[src/design/rlsc_regs.vh]
// constants for the retimer link-state controller
// assumes a 20 MHz system clock
`ifndef RLSC_REGS_VH
`define RLSC_REGS_VH

`define RLSC_CLK_HZ 20000000
// timer periods in microseconds
`define RLSC_ACTIVE_US 12000
`define RLSC_CONFIG_US 12000
`define RLSC_IDLE_US 2000
`define RLSC_PING_US 300000
`define RLSC_NOLFPS_US 2000
`define RLSC_WARM_US 2000
// microseconds to cycles, exact multiply, no rounding
`define RLSC_CYC(us) ((us) * (`RLSC_CLK_HZ / 1000000))
`define RLSC_ACTIVE_TRIES 2'h3
// u2 inactivity timeout unit in cycles
`define RLSC_U2_UNIT 32'h0001_0000
// link configuration field bits
`define RLSC_LC_RESET 0
`define RLSC_LC_LPBK 2
`define RLSC_LC_NOSCR 3
`define RLSC_LC_LOCAL 4
// state codes, one-hot except error, which is all zeros
`define RLSC_NST 11
`define RLSC_S_RXDET 11'h001
`define RLSC_S_TSX 11'h002
`define RLSC_S_IDLE 11'h004
`define RLSC_S_U0 11'h008
`define RLSC_S_U1 11'h010
`define RLSC_S_U2 11'h020
`define RLSC_S_U3 11'h040
`define RLSC_S_REC 11'h080
`define RLSC_S_HOTRST 11'h100
`define RLSC_S_PTLB 11'h200
`define RLSC_S_LOCLB 11'h400
`define RLSC_S_ERR 11'h000

`endif

[src/design/rlsc_top.v]
// link-state controller of a clock-recovering repeater, tsx/idle/u0/u1
// assumes link events are decoded upstream and synchronous to clk_sys
//
// Operation
// - tracking needs polarity done, follows partner training
// - compensation method chosen by gen1 or ssp
// - scrambler sync and dc balance kept
// - training sets forwarded without any correction
// - active timer on entry, config on both ts2
// - ts2 handshake moves tracking to idle
// - three active timeouts disable transceivers until warm
// - warm reset, or active timeout once ts1 or ts2 seen, goes detect
// - decode config, set scrambler, no idle deletion
// - idle timer; warm or expiry goes detect
// - idle handshake to u0, reset bit hot reset
// - bit 2 passthrough, bit 4 local, 2 wins
// - decode link commands, orientation, u2 timeout lmp
// - no recovery on errors, send idles meanwhile
// - u0 error correction per generation
// - lgo sequences to u1/u2/u3, ts1 recovery
// - u1 lfps: exit handshake, forward, time warm
// - u2 inactivity timer only when nonzero
// - 300 ms ping timeout restarted per ping
// - own upstream pings; expiry disconnects and detects
// - u1 exit handshake to recovery, warm detect
// - no-lfps-response expiry returns to detect
// - long lfps forwarded before warm declared
`timescale 1ns/1ps
`include "rlsc_regs.vh"
`default_nettype none

module rlsc_top #(
    parameter [31:0] ACTIVE_CYC = `RLSC_CYC(`RLSC_ACTIVE_US),
    parameter [31:0] CONFIG_CYC = `RLSC_CYC(`RLSC_CONFIG_US),
    parameter [31:0] IDLE_CYC = `RLSC_CYC(`RLSC_IDLE_US),
    parameter [31:0] PING_CYC = `RLSC_CYC(`RLSC_PING_US),
    parameter [31:0] NOLFPS_CYC = `RLSC_CYC(`RLSC_NOLFPS_US),
    parameter [31:0] WARM_CYC = `RLSC_CYC(`RLSC_WARM_US)
) (
    // clock and reset
    input wire clk_sys,
    input wire rst_n,
    // training inputs
    input wire enter_tsx,
    input wire polarity_done,
    input wire ssp_mode,
    input wire ts2_both_seen,
    input wire ts2_handshake,
    input wire ts1_seen,
    input wire [7:0] link_config,
    input wire idle_handshake,
    // u0 inputs
    input wire lgo_u1_done,
    input wire lgo_u2_done,
    input wire lgo_u3_done,
    input wire lock_lost,
    input wire lmp_init_seen,
    input wire lmp_from_down,
    input wire u2_lmp_acked,
    input wire [7:0] u2_lmp_value,
    // lfps inputs
    input wire lfps_active,
    input wire lfps_is_ping,
    input wire ping_rx,
    input wire u1_exit_done,
    input wire warm_reset_in,
    // outputs
    output reg [`RLSC_NST-1:0] state_q,
    output reg xcvr_enable_q,
    output reg scrambler_en_q,
    output reg comp_ssp_q,
    output reg idle_delete_en_q,
    output reg forward_ts_raw_q,
    output reg err_correct_en_q,
    output reg send_idles_q,
    output reg port_flip_q,
    output reg [7:0] u2_timeout_q,
    output reg exit_lfps_tx_q,
    output reg lfps_forward_q,
    output reg warm_declared_q,
    output reg ping_tx_en_q,
    output reg us_term_en_q,
    output reg disconnect_q,
    output reg cfg_timer_run_q
);

    // ----------------------------------------
    // helpers
    // ----------------------------------------
    function hit;
        input [31:0] cnt;
        input [31:0] lim;
        begin
            hit = (cnt >= lim - 32'h0000_0001);
        end
    endfunction

    // u2 inactivity limit in cycles
    function [31:0] u2_limit;
        input [7:0] tmo;
        begin
            u2_limit = {24'h00_0000, tmo} * `RLSC_U2_UNIT;
        end
    endfunction

    reg [`RLSC_NST-1:0] state_d;
    reg [31:0] tmr_q;
    reg [31:0] tmr2_q;
    reg [31:0] lfps_len_q;
    reg [1:0] tries_q;
    reg hs_seen_q;
    // declared warm acts as a received one
    wire warm = warm_reset_in | warm_declared_q;
    // inbound lfps that is not a ping
    wire lfps_exit_in = lfps_active & ~lfps_is_ping;
    wire in_tsx = (state_q == `RLSC_S_TSX);
    wire in_idle = (state_q == `RLSC_S_IDLE);
    wire in_u0 = (state_q == `RLSC_S_U0);
    wire in_u1 = (state_q == `RLSC_S_U1);
    wire u2_tmr_on = (u2_timeout_q != 8'h00);
    wire act_exp = in_tsx & hit(tmr_q, ACTIVE_CYC);
    wire idle_exp = in_idle & hit(tmr_q, IDLE_CYC);
    wire ping_exp = in_u1 & hit(tmr_q, PING_CYC);
    wire nolfps_exp = in_u1 & exit_lfps_tx_q & hit(tmr2_q, NOLFPS_CYC);
    wire u2_exp = in_u1 & u2_tmr_on & ~exit_lfps_tx_q & (tmr2_q >= u2_limit(u2_timeout_q));
    // ping timeout that really leaves u1
    wire disc_now = ping_exp & ~warm & ~u1_exit_done;

    // ----------------------------------------
    // next state
    // ----------------------------------------
    always @* begin
        state_d = state_q;
        case (state_q)
            `RLSC_S_RXDET: begin
                if (enter_tsx & polarity_done) begin
                    state_d = `RLSC_S_TSX;
                end
            end
            `RLSC_S_TSX: begin
                if (ts2_handshake) begin
                    state_d = `RLSC_S_IDLE;
                end else if (act_exp & (tries_q == `RLSC_ACTIVE_TRIES - 2'h1) & ~hs_seen_q) begin
                    state_d = `RLSC_S_ERR;
                end else if (act_exp & hs_seen_q) begin
                    state_d = `RLSC_S_RXDET;
                end
            end
            `RLSC_S_IDLE: begin
                if (link_config[`RLSC_LC_LPBK]) begin
                    state_d = `RLSC_S_PTLB;
                end else if (link_config[`RLSC_LC_LOCAL]) begin
                    state_d = `RLSC_S_LOCLB;
                end else if (link_config[`RLSC_LC_RESET]) begin
                    state_d = `RLSC_S_HOTRST;
                end else if (idle_handshake) begin
                    state_d = `RLSC_S_U0;
                end else if (idle_exp) begin
                    state_d = `RLSC_S_RXDET;
                end
            end
            `RLSC_S_U0: begin
                if (ts1_seen) begin
                    state_d = `RLSC_S_REC;
                end else if (lgo_u1_done) begin
                    state_d = `RLSC_S_U1;
                end else if (lgo_u2_done) begin
                    state_d = `RLSC_S_U2;
                end else if (lgo_u3_done) begin
                    state_d = `RLSC_S_U3;
                end
            end
            `RLSC_S_U1: begin
                if (u1_exit_done) begin
                    state_d = `RLSC_S_REC;
                end else if (ping_exp | nolfps_exp) begin
                    state_d = `RLSC_S_RXDET;
                end else if (u2_exp) begin
                    state_d = `RLSC_S_U2;
                end
            end
            `RLSC_S_U2, `RLSC_S_U3, `RLSC_S_REC, `RLSC_S_HOTRST,
            `RLSC_S_PTLB, `RLSC_S_LOCLB, `RLSC_S_ERR: begin
                state_d = state_q;
            end
            default: begin
                state_d = `RLSC_S_RXDET;
            end
        endcase
        if (warm) begin
            state_d = `RLSC_S_RXDET;
        end
    end

    // ----------------------------------------
    // state and timers
    // ----------------------------------------
    always @(posedge clk_sys or negedge rst_n) begin
        if (!rst_n) begin
            state_q <= `RLSC_S_RXDET;
            tmr_q <= 32'h0000_0000;
            tmr2_q <= 32'h0000_0000;
            tries_q <= 2'h0;
            hs_seen_q <= 1'b0;
            cfg_timer_run_q <= 1'b0;
        end else begin
            state_q <= state_d;
            if ((state_d != state_q) | act_exp | (in_u1 & ping_rx)) begin
                tmr_q <= 32'h0000_0000;
            end else begin
                tmr_q <= tmr_q + 32'h0000_0001;
            end
            if ((state_d != state_q) | (in_u1 & lfps_active & ~lfps_is_ping & ~exit_lfps_tx_q)) begin
                tmr2_q <= 32'h0000_0000;
            end else begin
                tmr2_q <= tmr2_q + 32'h0000_0001;
            end
            if (~in_tsx) begin
                tries_q <= 2'h0;
            end else if (act_exp) begin
                tries_q <= tries_q + 2'h1;
            end
            if (~in_tsx) begin
                hs_seen_q <= 1'b0;
            end else if (ts2_both_seen | ts1_seen) begin
                hs_seen_q <= 1'b1;
            end
            cfg_timer_run_q <= in_tsx & (cfg_timer_run_q | ts2_both_seen);
        end
    end

    // ----------------------------------------
    // data path controls
    // ----------------------------------------
    always @(posedge clk_sys or negedge rst_n) begin
        if (!rst_n) begin
            xcvr_enable_q <= 1'b1;
            scrambler_en_q <= 1'b1;
            comp_ssp_q <= 1'b0;
            idle_delete_en_q <= 1'b0;
            forward_ts_raw_q <= 1'b0;
            err_correct_en_q <= 1'b0;
            send_idles_q <= 1'b0;
            port_flip_q <= 1'b0;
            u2_timeout_q <= 8'h00;
        end else begin
            xcvr_enable_q <= ~(state_d == `RLSC_S_ERR);
            comp_ssp_q <= ssp_mode;
            if (in_idle) begin
                scrambler_en_q <= ~link_config[`RLSC_LC_NOSCR];
            end
            idle_delete_en_q <= ~(state_d == `RLSC_S_IDLE) & ~ssp_mode;
            forward_ts_raw_q <= (state_d == `RLSC_S_TSX);
            err_correct_en_q <= (state_d == `RLSC_S_U0);
            send_idles_q <= (state_d == `RLSC_S_U0) & lock_lost;
            if (in_u0 & lmp_init_seen) begin
                port_flip_q <= lmp_from_down;
            end
            if (in_u0 & u2_lmp_acked) begin
                u2_timeout_q <= u2_lmp_value;
            end
        end
    end

    // ----------------------------------------
    // lfps handling
    // ----------------------------------------
    always @(posedge clk_sys or negedge rst_n) begin
        if (!rst_n) begin
            exit_lfps_tx_q <= 1'b0;
            lfps_forward_q <= 1'b0;
            lfps_len_q <= 32'h0000_0000;
            warm_declared_q <= 1'b0;
        end else begin
            if (~in_u1 | (state_d != state_q)) begin
                exit_lfps_tx_q <= 1'b0;
            end else if (lfps_exit_in) begin
                exit_lfps_tx_q <= 1'b1;
            end
            lfps_forward_q <= lfps_exit_in;
            if (lfps_exit_in) begin
                lfps_len_q <= lfps_len_q + 32'h0000_0001;
            end else begin
                lfps_len_q <= 32'h0000_0000;
            end
            // one pulse per long lfps, and one more each time the 32-bit lfps_len_q wraps
            warm_declared_q <= lfps_exit_in & (lfps_len_q == WARM_CYC - 32'h0000_0001);
        end
    end

    // ----------------------------------------
    // ping and disconnect
    // ----------------------------------------
    always @(posedge clk_sys or negedge rst_n) begin
        if (!rst_n) begin
            ping_tx_en_q <= 1'b0;
            us_term_en_q <= 1'b1;
            disconnect_q <= 1'b0;
        end else begin
            ping_tx_en_q <= (state_d == `RLSC_S_U1);
            disconnect_q <= disc_now;
            if (disc_now) begin
                us_term_en_q <= 1'b0;
            end else if (enter_tsx) begin
                us_term_en_q <= 1'b1;
            end
        end
    end

endmodule

`default_nettype wire

[config.mk]
export PLATFORM = sky130hd
export DESIGN_NAME = rlsc_top
export DESIGN_NICKNAME = d
export VERILOG_FILES = /design/src/design/rlsc_top.v
export VERILOG_INCLUDE_DIRS = /design/src /design/src/design
export SDC_FILE = /design/constraint.sdc
export NUM_CORES = 1
export LEC_CHECK = 0
export BUFFER_PORTS_ARGS = -buffer_cell sky130_fd_sc_hd__buf_4
export CAP_MARGIN = 40
export CORE_UTILIZATION = 35
export CTS_CLUSTER_SIZE = 14
export DETAILED_ROUTE_END_ITERATION = 10
export HOLD_SLACK_MARGIN = 0.05
export PLACE_DENSITY = 0.49
export SLEW_MARGIN = 15
export SYNTH_ARGS = -nofsm -noshare
export SYNTH_HDL_FRONTEND = slang
export SYNTH_SLANG_ARGS = --single-unit
export TNS_END_PERCENT = 30
[constraint.sdc]
create_clock -name clk_sys -period 3.8 [get_ports clk_sys]
set_input_delay 0.38 -clock clk_sys [delete_from_list [all_inputs] [get_ports clk_sys]]
set_output_delay 0.38 -clock clk_sys [all_outputs]
set_load 0.01 [all_outputs]
==> metrics.yaml, run 1 <==
critical_path:
  regToRegSetupSlack_ns: 0.37
  required_ns: 4.11
  crit_chain: "or4_1, o21ai_1, and4b_1, o21ai_2, or4b_1, a21oi_1, o22a_2, nand2_4, nor4b_1"
  cp_max_fo: 15
  end_kind: "register"
  worst_path_max_delay_cell: "or4b_1"
  critPathKind: "register to register"
  start_kind: "register"
  crit_path_max_incr_delay_ns: 0.57
  arrival_ns: 3.74
routing:
  drt_iter0_markers: 359
  routed_wirelength_um: 17700
  routed-via-count: 5822
  drtPass1Iterations: 5
  drc: 0
  via_per_inst: 5.18
  wl_per_cell_um: 15.8
  antenna_left: 0
logic_synthesis:
  synth.ff_latch_count: 133
  yosys.area.top_type: "dfrtp_1"
  synth_top_family_by_area: "simple AND/OR/NAND/NOR gates"
  syn_nets: 816
  yosysMostFrequentCell: "nor2_1"
  syn_area_um2: 7110
  synth-xor-area-share: 0.108
  synthSimpleGateAreaFrac: 0.287
  synth_flop_cell: "dfrtp_1"
  synth_edf_count: 0
  avgSynthCellArea_um2: 9.29
  syn_inst: 766
  synth.area.top_cells: "dfrtp_1 (45%), xor2_1 (7.6%), nor2_1 (7.0%)"
  ys_warn_count: 0
  synth_compound_area_frac: 0.0693
  synth.top_cell.area_share: 0.454
  synthAdderAreaFrac: 0.0243
  async_flop_share: 1.00
  ys_seq_area_frac: 0.469
  synthMuxAreaShare: 0.0142
  synth_common_cells: "nor2_1 (133), dfrtp_1 (129), xor2_1 (62), nand2_1 (56), nand3_1 (49)"
  ys_types: 55
global_routing:
  grt_max_degree: 73
  first_global_vias: 5719
  antenna_found_initial: 0
  grt_pass1_wl_um: 29100
  grt.total_usage: 0.180
  overflow: 0
floorplanning:
  ioPinCount: 71
  initial_core_util: 0.361
  die_area_um2: 20900
  num_rows: 51
  die_h_um: 145
  die-width_um: 145
  core-area_um2: 19700
clocking:
  clock_latency_ns: 0.42
  htreeDepth: 4
  cts.sinks: 133
  post-cts-setup-buffers: 0
  numCtsBuffers: 17
  clk_path_buf_depth: 2
  cts_tree: "yes"
  clk_pin_slew_ns: 0.06
  cts-root-buf: "clkbuf_16"
sta:
  finalSetupViolCount: 0
  relSlewSlack: 0.410
  setup_tns_ns: 0
  finalMaxSlewViolations: 0
  fmax_mhz: 291
  fin_crit_sh: 0.903
  rsz0062_at_grt: "false"
  min_period_ns: 3.43
  clock_skew_ns: 0.00770
  hold_viol_final: 0
  tightest_slew_ns: 0.878
  setup_ws_ns: 0.367
place:
  place_ws_ns: 0.312
  hpwl_um: 12600
  place_congestion: 0.831
  port_buffers: 66
layout:
  syn_to_final_growth_pct: 21.7
  fin_nets: 896
  antenna_cells: 0
  nFillCells: 1905
  layout-drive-gt1-share: 0.166
run:
  drv_cap: 0
power:
  internal_power_uw: 2700
  p_sw_frac: 0.241
  ir_drop_mv: 0.260
  power_density_nw_per_um2: 411
  p_leak_uw: 0.00383
  combPwrFrac: 0.090
  p_sw_uw: 859
  p_clk_frac: 0.492
  power_frac_seq: 0.418
  fin_total_pwr_uw: 3560
status:
  status: "completed"
min_path:
  hp-class: "input port to register"
==> final cells by class <==
type	instances	area [um^2]	area share
Sequential cell	133	3330	0.385
Tap cell	265	332	0.0383
Clock buffer	25	515	0.0595
Multi-Input combinational cell	586	3610	0.417
Clock inverter	7	116	0.0134
Timing Repair Buffer	83	658	0.0760
Inverter	25	93.8	0.0108
==> state kept, by name, summed over array words and instances (netlist names), 2 cells and up <==
signal	flops
lfps_len_q	32
state_q	11
tmr2_q	32
tmr_q	32
tries_q	2
u2_timeout_q	8
==> through the flow <==
| step | utilization | instance area (um^2) | std cells | hold slack [ns] |
|---|---|---|---|---|
| after floorplan | - | 7110 | 766 | 0.0844 |
| after global placement | 0.404 | 7960 | 1089 | 0.468 |
| after detailed placement | 0.404 | 7960 | 1089 | 0.476 |
| after CTS | 0.436 | 8590 | 1121 | 0.0551 |
| after global routing | 0.439 | 8660 | 1124 | 0.0655 |
| final | 0.439 | 8660 | 1124 | 0.0768 |
==> path summary, 6_finish.rpt <==
path                                            startpoint                    endpoint  cells after the start
worst max-delay path                  state_q[8]$_DFF_PN0_         tmr2_q[1]$_DFF_PN0_                      9
worst min-delay path                              ssp_mode        comp_ssp_q$_DFF_PN0_                      1
worst max register to register        state_q[8]$_DFF_PN0_         tmr2_q[1]$_DFF_PN0_                      9
worst min register to register  scrambler_en_q$_DFFE_PN1P_  scrambler_en_q$_DFFE_PN1P_                      2
max in group asynchronous                            rst_n    lfps_len_q[17]$_DFF_PN0_                      3
min in group asynchronous                            rst_n  err_correct_en_q$_DFF_PN0_                      2
==> layer usage <==
metal  global-route usage  up-vias  part of all wire
li1                     -     2850                 -
met1                0.234     2838              0.47
met2                0.301      113              0.48
met3               0.0394       21             0.037
met4               0.0510        0             0.012
met5                    0        -                 0
==> worst max-delay path, delay by kind of cell (launching register included) <==
family           cells  cell delay (ns)
AND/OR/NAND/NOR      5             1.95
AO/OA/AOI/OAI        4             0.87
flip-flops           1             0.48
==> power groups by stage <==
stage	combinational, uW	clock (uW)	sequential (uW)
floorplan	181	0	1510
global placement	310	0	1510
detailed placement	313	0	1510
CTS	315	1790	1490
global route	358	1860	1490
finish	322	1750	1490
==> cells by family (layout without fill, tap and decap cells) <==
| family | count (synthesis) | count (layout) |
|---|---|---|
| adder cells (fa/ha/maj) | 14 | 14 |
| multiplexers | 9 | 9 |
| XOR/XNOR | 88 | 88 |
| flip-flops | 133 | 133 |
| AO/OA/AOI/OAI | 80 | 80 |
| buffers and inverters | 48 | 140 |
| AND/OR/NAND/NOR | 394 | 395 |
==> placed cells by master (no fill, tap or decap), drive strengths merged, types with 4 or more instances in the layout <==
cell type,instances
nor2,133
dfrtp,129
buf,82
xor2,62
nand2,57
nand3,49
nor4,37
nand4,31
a21oi,29
xnor2,26
inv,25
clkbuf,25
o21ai,24
nor3,21
and3,19
ha,13
nor2b,11
mux2,9
and2,7
and4,6
or4,5
a211oi,5
or3,5
nor4b,4
o211ai,4
dfstp,4
==> timing repair <==
item / 4_1_cts / 5_1_grt
hold buffers: 0 / 1
gates resized for setup: 0 / 2
setup endpoints to repair: 0 / 19
endpoints found under the hold margin: 0 / 4
No activity file was read; power rests on OpenSTA's default activity.
==> inputs of run 2 (changes only) <==
--- a/config.mk
+++ b/config.mk
@@ -9,10 +9,10 @@
 export BUFFER_PORTS_ARGS = -buffer_cell sky130_fd_sc_hd__buf_4
 export CAP_MARGIN = 40
 export CORE_UTILIZATION = 35
+export CTS_BUF_LIST = sky130_fd_sc_hd__clkbuf_16
 export CTS_CLUSTER_SIZE = 14
 export DETAILED_ROUTE_END_ITERATION = 10
 export HOLD_SLACK_MARGIN = 0.05
-export PLACE_DENSITY = 0.49
 export SLEW_MARGIN = 15
 export SYNTH_ARGS = -nofsm -noshare
 export SYNTH_HDL_FRONTEND = slang
==> run 2 against run 1 <==
Compared with the run above:
- sequential share of layout area is 0.34 points higher
- clock skew up 0.0026 ns
- clock power fell by 4%
- hold slack worse by 0.0013 ns
- first-iteration DRC count down 10%
- final area shrank 0.88%
- critical path depth unchanged
- via count fell by 1.1%
- utilization decreased by 0.39 points
- highest routed layer unchanged
- largest cell class unchanged
- total power down 2.6%
- register-to-register slack is essentially flat
- count of clock-buffer cells in the layout fell by 8
- critical path type unchanged
==> metrics.yaml, run 2 (same netlist as run 1, synthesis figures left out) <==
status:
  status: "completed"  # unchanged
layout:
  nFillCells: 1909  # was 1,905
  antenna_cells: 0  # unchanged
  mostFrequentLayoutCells: "nor2_1 (133), dfrtp_1 (129), buf_4 (78)"  # was nor2_1 (133), dfrtp_1 (129), buf_4 (80)
  layout_commonest_cell: "nor2_1"  # unchanged
  final-seq-area_um2: 3330  # unchanged
  layout_top_registers: "lfps_len_q x32, tmr2_q x32, tmr_q x32"  # unchanged
  multi_input_area_um2: 3590  # was 3610 um^2
  layout-drive-gt1-share: 0.165  # was 0.166
  syn_to_final_growth_pct: 20.7  # was 21.7%
  fin_nets: 893  # was 896
routing:
  antenna_left: 0  # unchanged
  routed_wirelength_um: 16200  # was 17,700 um
  routed-via-count: 5757  # was 5,822
  wl_per_cell_um: 14.5  # was 15.8 um
  drc: 0  # unchanged
  via_per_inst: 5.14  # was 5.18
  drtPass1Iterations: 4  # was 5
  drt_iter0_markers: 323  # was 359
clocking:
  clk_path_buf_depth: 2  # unchanged
  post-cts-setup-buffers: 0  # unchanged
  clk_pin_slew_ns: 0.06  # about the same
  cts-root-buf: "clkbuf_16"  # unchanged
  htreeDepth: 4  # unchanged
  cts.sinks: 133  # unchanged
  clock_latency_ns: 0.42  # about the same
  cts_tree: "yes"  # unchanged
  numCtsBuffers: 17  # unchanged
power:
  ir_drop_mv: 0.311  # was 0.260 mV
  power_density_nw_per_um2: 404  # was 411 nW/um^2
  p_leak_uw: 0.00378  # was 0.00383 uW
sta:
  min_period_ns: 3.44  # was 3.43 ns
  setup_ws_ns: 0.360  # was 0.367 ns
  clock_skew_ns: 0.0103  # was 0.00770 ns
  finalSetupViolCount: 0  # unchanged
  rsz0062_at_grt: "false"  # unchanged
  setup_tns_ns: 0  # unchanged
  tightest_slew_ns: 0.665  # was 0.878 ns
  hold_viol_final: 0  # unchanged
  finalMaxSlewViolations: 0  # unchanged
  fin_crit_sh: 0.905  # was 0.903
  relSlewSlack: 0.552  # was 0.410
  fmax_mhz: 291  # about the same
critical_path:
  critPathKind: "register to register"  # unchanged
  start_kind: "register"  # unchanged
  arrival_ns: 3.77  # was 3.74 ns
  required_ns: 4.13  # was 4.11 ns
  end_kind: "register"  # unchanged
  cp_max_fo: 27  # was 15
run:
  drv_cap: 0  # unchanged
floorplanning:
  ioPinCount: 71  # unchanged
  initial_core_util: 0.361  # unchanged
  core-area_um2: 19700  # unchanged
  num_rows: 51  # unchanged
  die_h_um: 145  # unchanged
  die_area_um2: 20900  # unchanged
  die-width_um: 145  # unchanged
global_routing:
  first_global_vias: 5438  # was 5,719
  overflow: 0  # unchanged
  antenna_found_initial: 0  # unchanged
  grt.total_usage: 0.169  # was 0.180
  grt_pass1_wl_um: 27200  # was 29,100 um
  grt_max_degree: 87  # was 73
place:
  hpwl_um: 11500  # was 12,600 um
  place_ws_ns: 0.236  # was 0.312 ns
  port_buffers: 66  # unchanged
  place_congestion: 0.893  # was 0.831
min_path:
  hp-class: "input port to register"  # unchanged
run 2: timing repair:
item,4_1_cts,5_1_grt
endpoints found under the hold margin,2,0
endpoints found under the setup margin,0,24
hold buffers,1,0
resized for setup,0,1
run 2: worst max-delay path, stage by stage (launching register included):
cell       delay, ns
dfrtp_1         0.48
nor3_2          0.40
nand3_1         0.30
nor4_1          0.52
nand2_1         0.18
a21oi_1         0.17
nor2_1          0.08
a2111oi_2       0.48
nand4_4         0.49
nor2_1          0.23
run 2: stage by stage:
| stage | total power [uW] | instance area, um^2 | hold slack, ns | instances | util |
|---|---|---|---|---|---|
| after global routing | 3640 | 8580 | 0.0553 | 1121 | 0.435 |
| after global placement | 1810 | 7930 | 0.473 | 1087 | 0.402 |
| after detailed placement | 1810 | 7930 | 0.476 | 1087 | 0.402 |
| final | 3470 | 8580 | 0.0755 | 1121 | 0.435 |
| after CTS | 3520 | 8550 | 0.0589 | 1120 | 0.434 |
| after floorplan | 1690 | 7110 | 0.0844 | 766 | - |
run 2: cell type report:
cell class	count	area share
tap	265	0.0386
multi-input combinational	585	0.418
inverter	25	0.0109
clock inverter	15	0.0208
timing repair buffer	81	0.0739
clock buffer	17	0.0496
sequential	133	0.388
run 2: metal layers:
layer | global-route usage | vias up | routed length [um]
met1 | 0.236 | 2736 | 8170
met4 | 0.0576 | 0 | 212
met3 | 0.0384 | 19 | 815
li1 | - | 2857 | -
met2 | 0.256 | 145 | 7030
met5 | 0 | - | 0
run 2: report_power, final:
group	switching [uW]	total (uW)	internal [uW]	leakage (uW)
registers	36.3	1490	1450	0.00183
clock network	641	1680	1040	0.000288
logic	196	305	109	0.00166
total	873	3470	2600	0.00378
run 2: final timing paths:
kind,cells past startpoint,to,from,slack (ns)
min in group asynchronous,3,u2_timeout_q[5]$_DFFE_PN0P_,rst_n,0.49
hold / removal,1,comp_ssp_q$_DFF_PN0_,ssp_mode,0.08
hold reg to reg,1,lfps_len_q[0]$_DFF_PN0_,lfps_len_q[0]$_DFF_PN0_,0.48
setup reg to reg,9,tmr2_q[7]$_DFF_PN0_,state_q[9]$_DFF_PN0_,0.36
setup / recovery,9,tmr2_q[7]$_DFF_PN0_,state_q[9]$_DFF_PN0_,0.36
max in group asynchronous,4,lfps_len_q[12]$_DFF_PN0_,rst_n,2.53
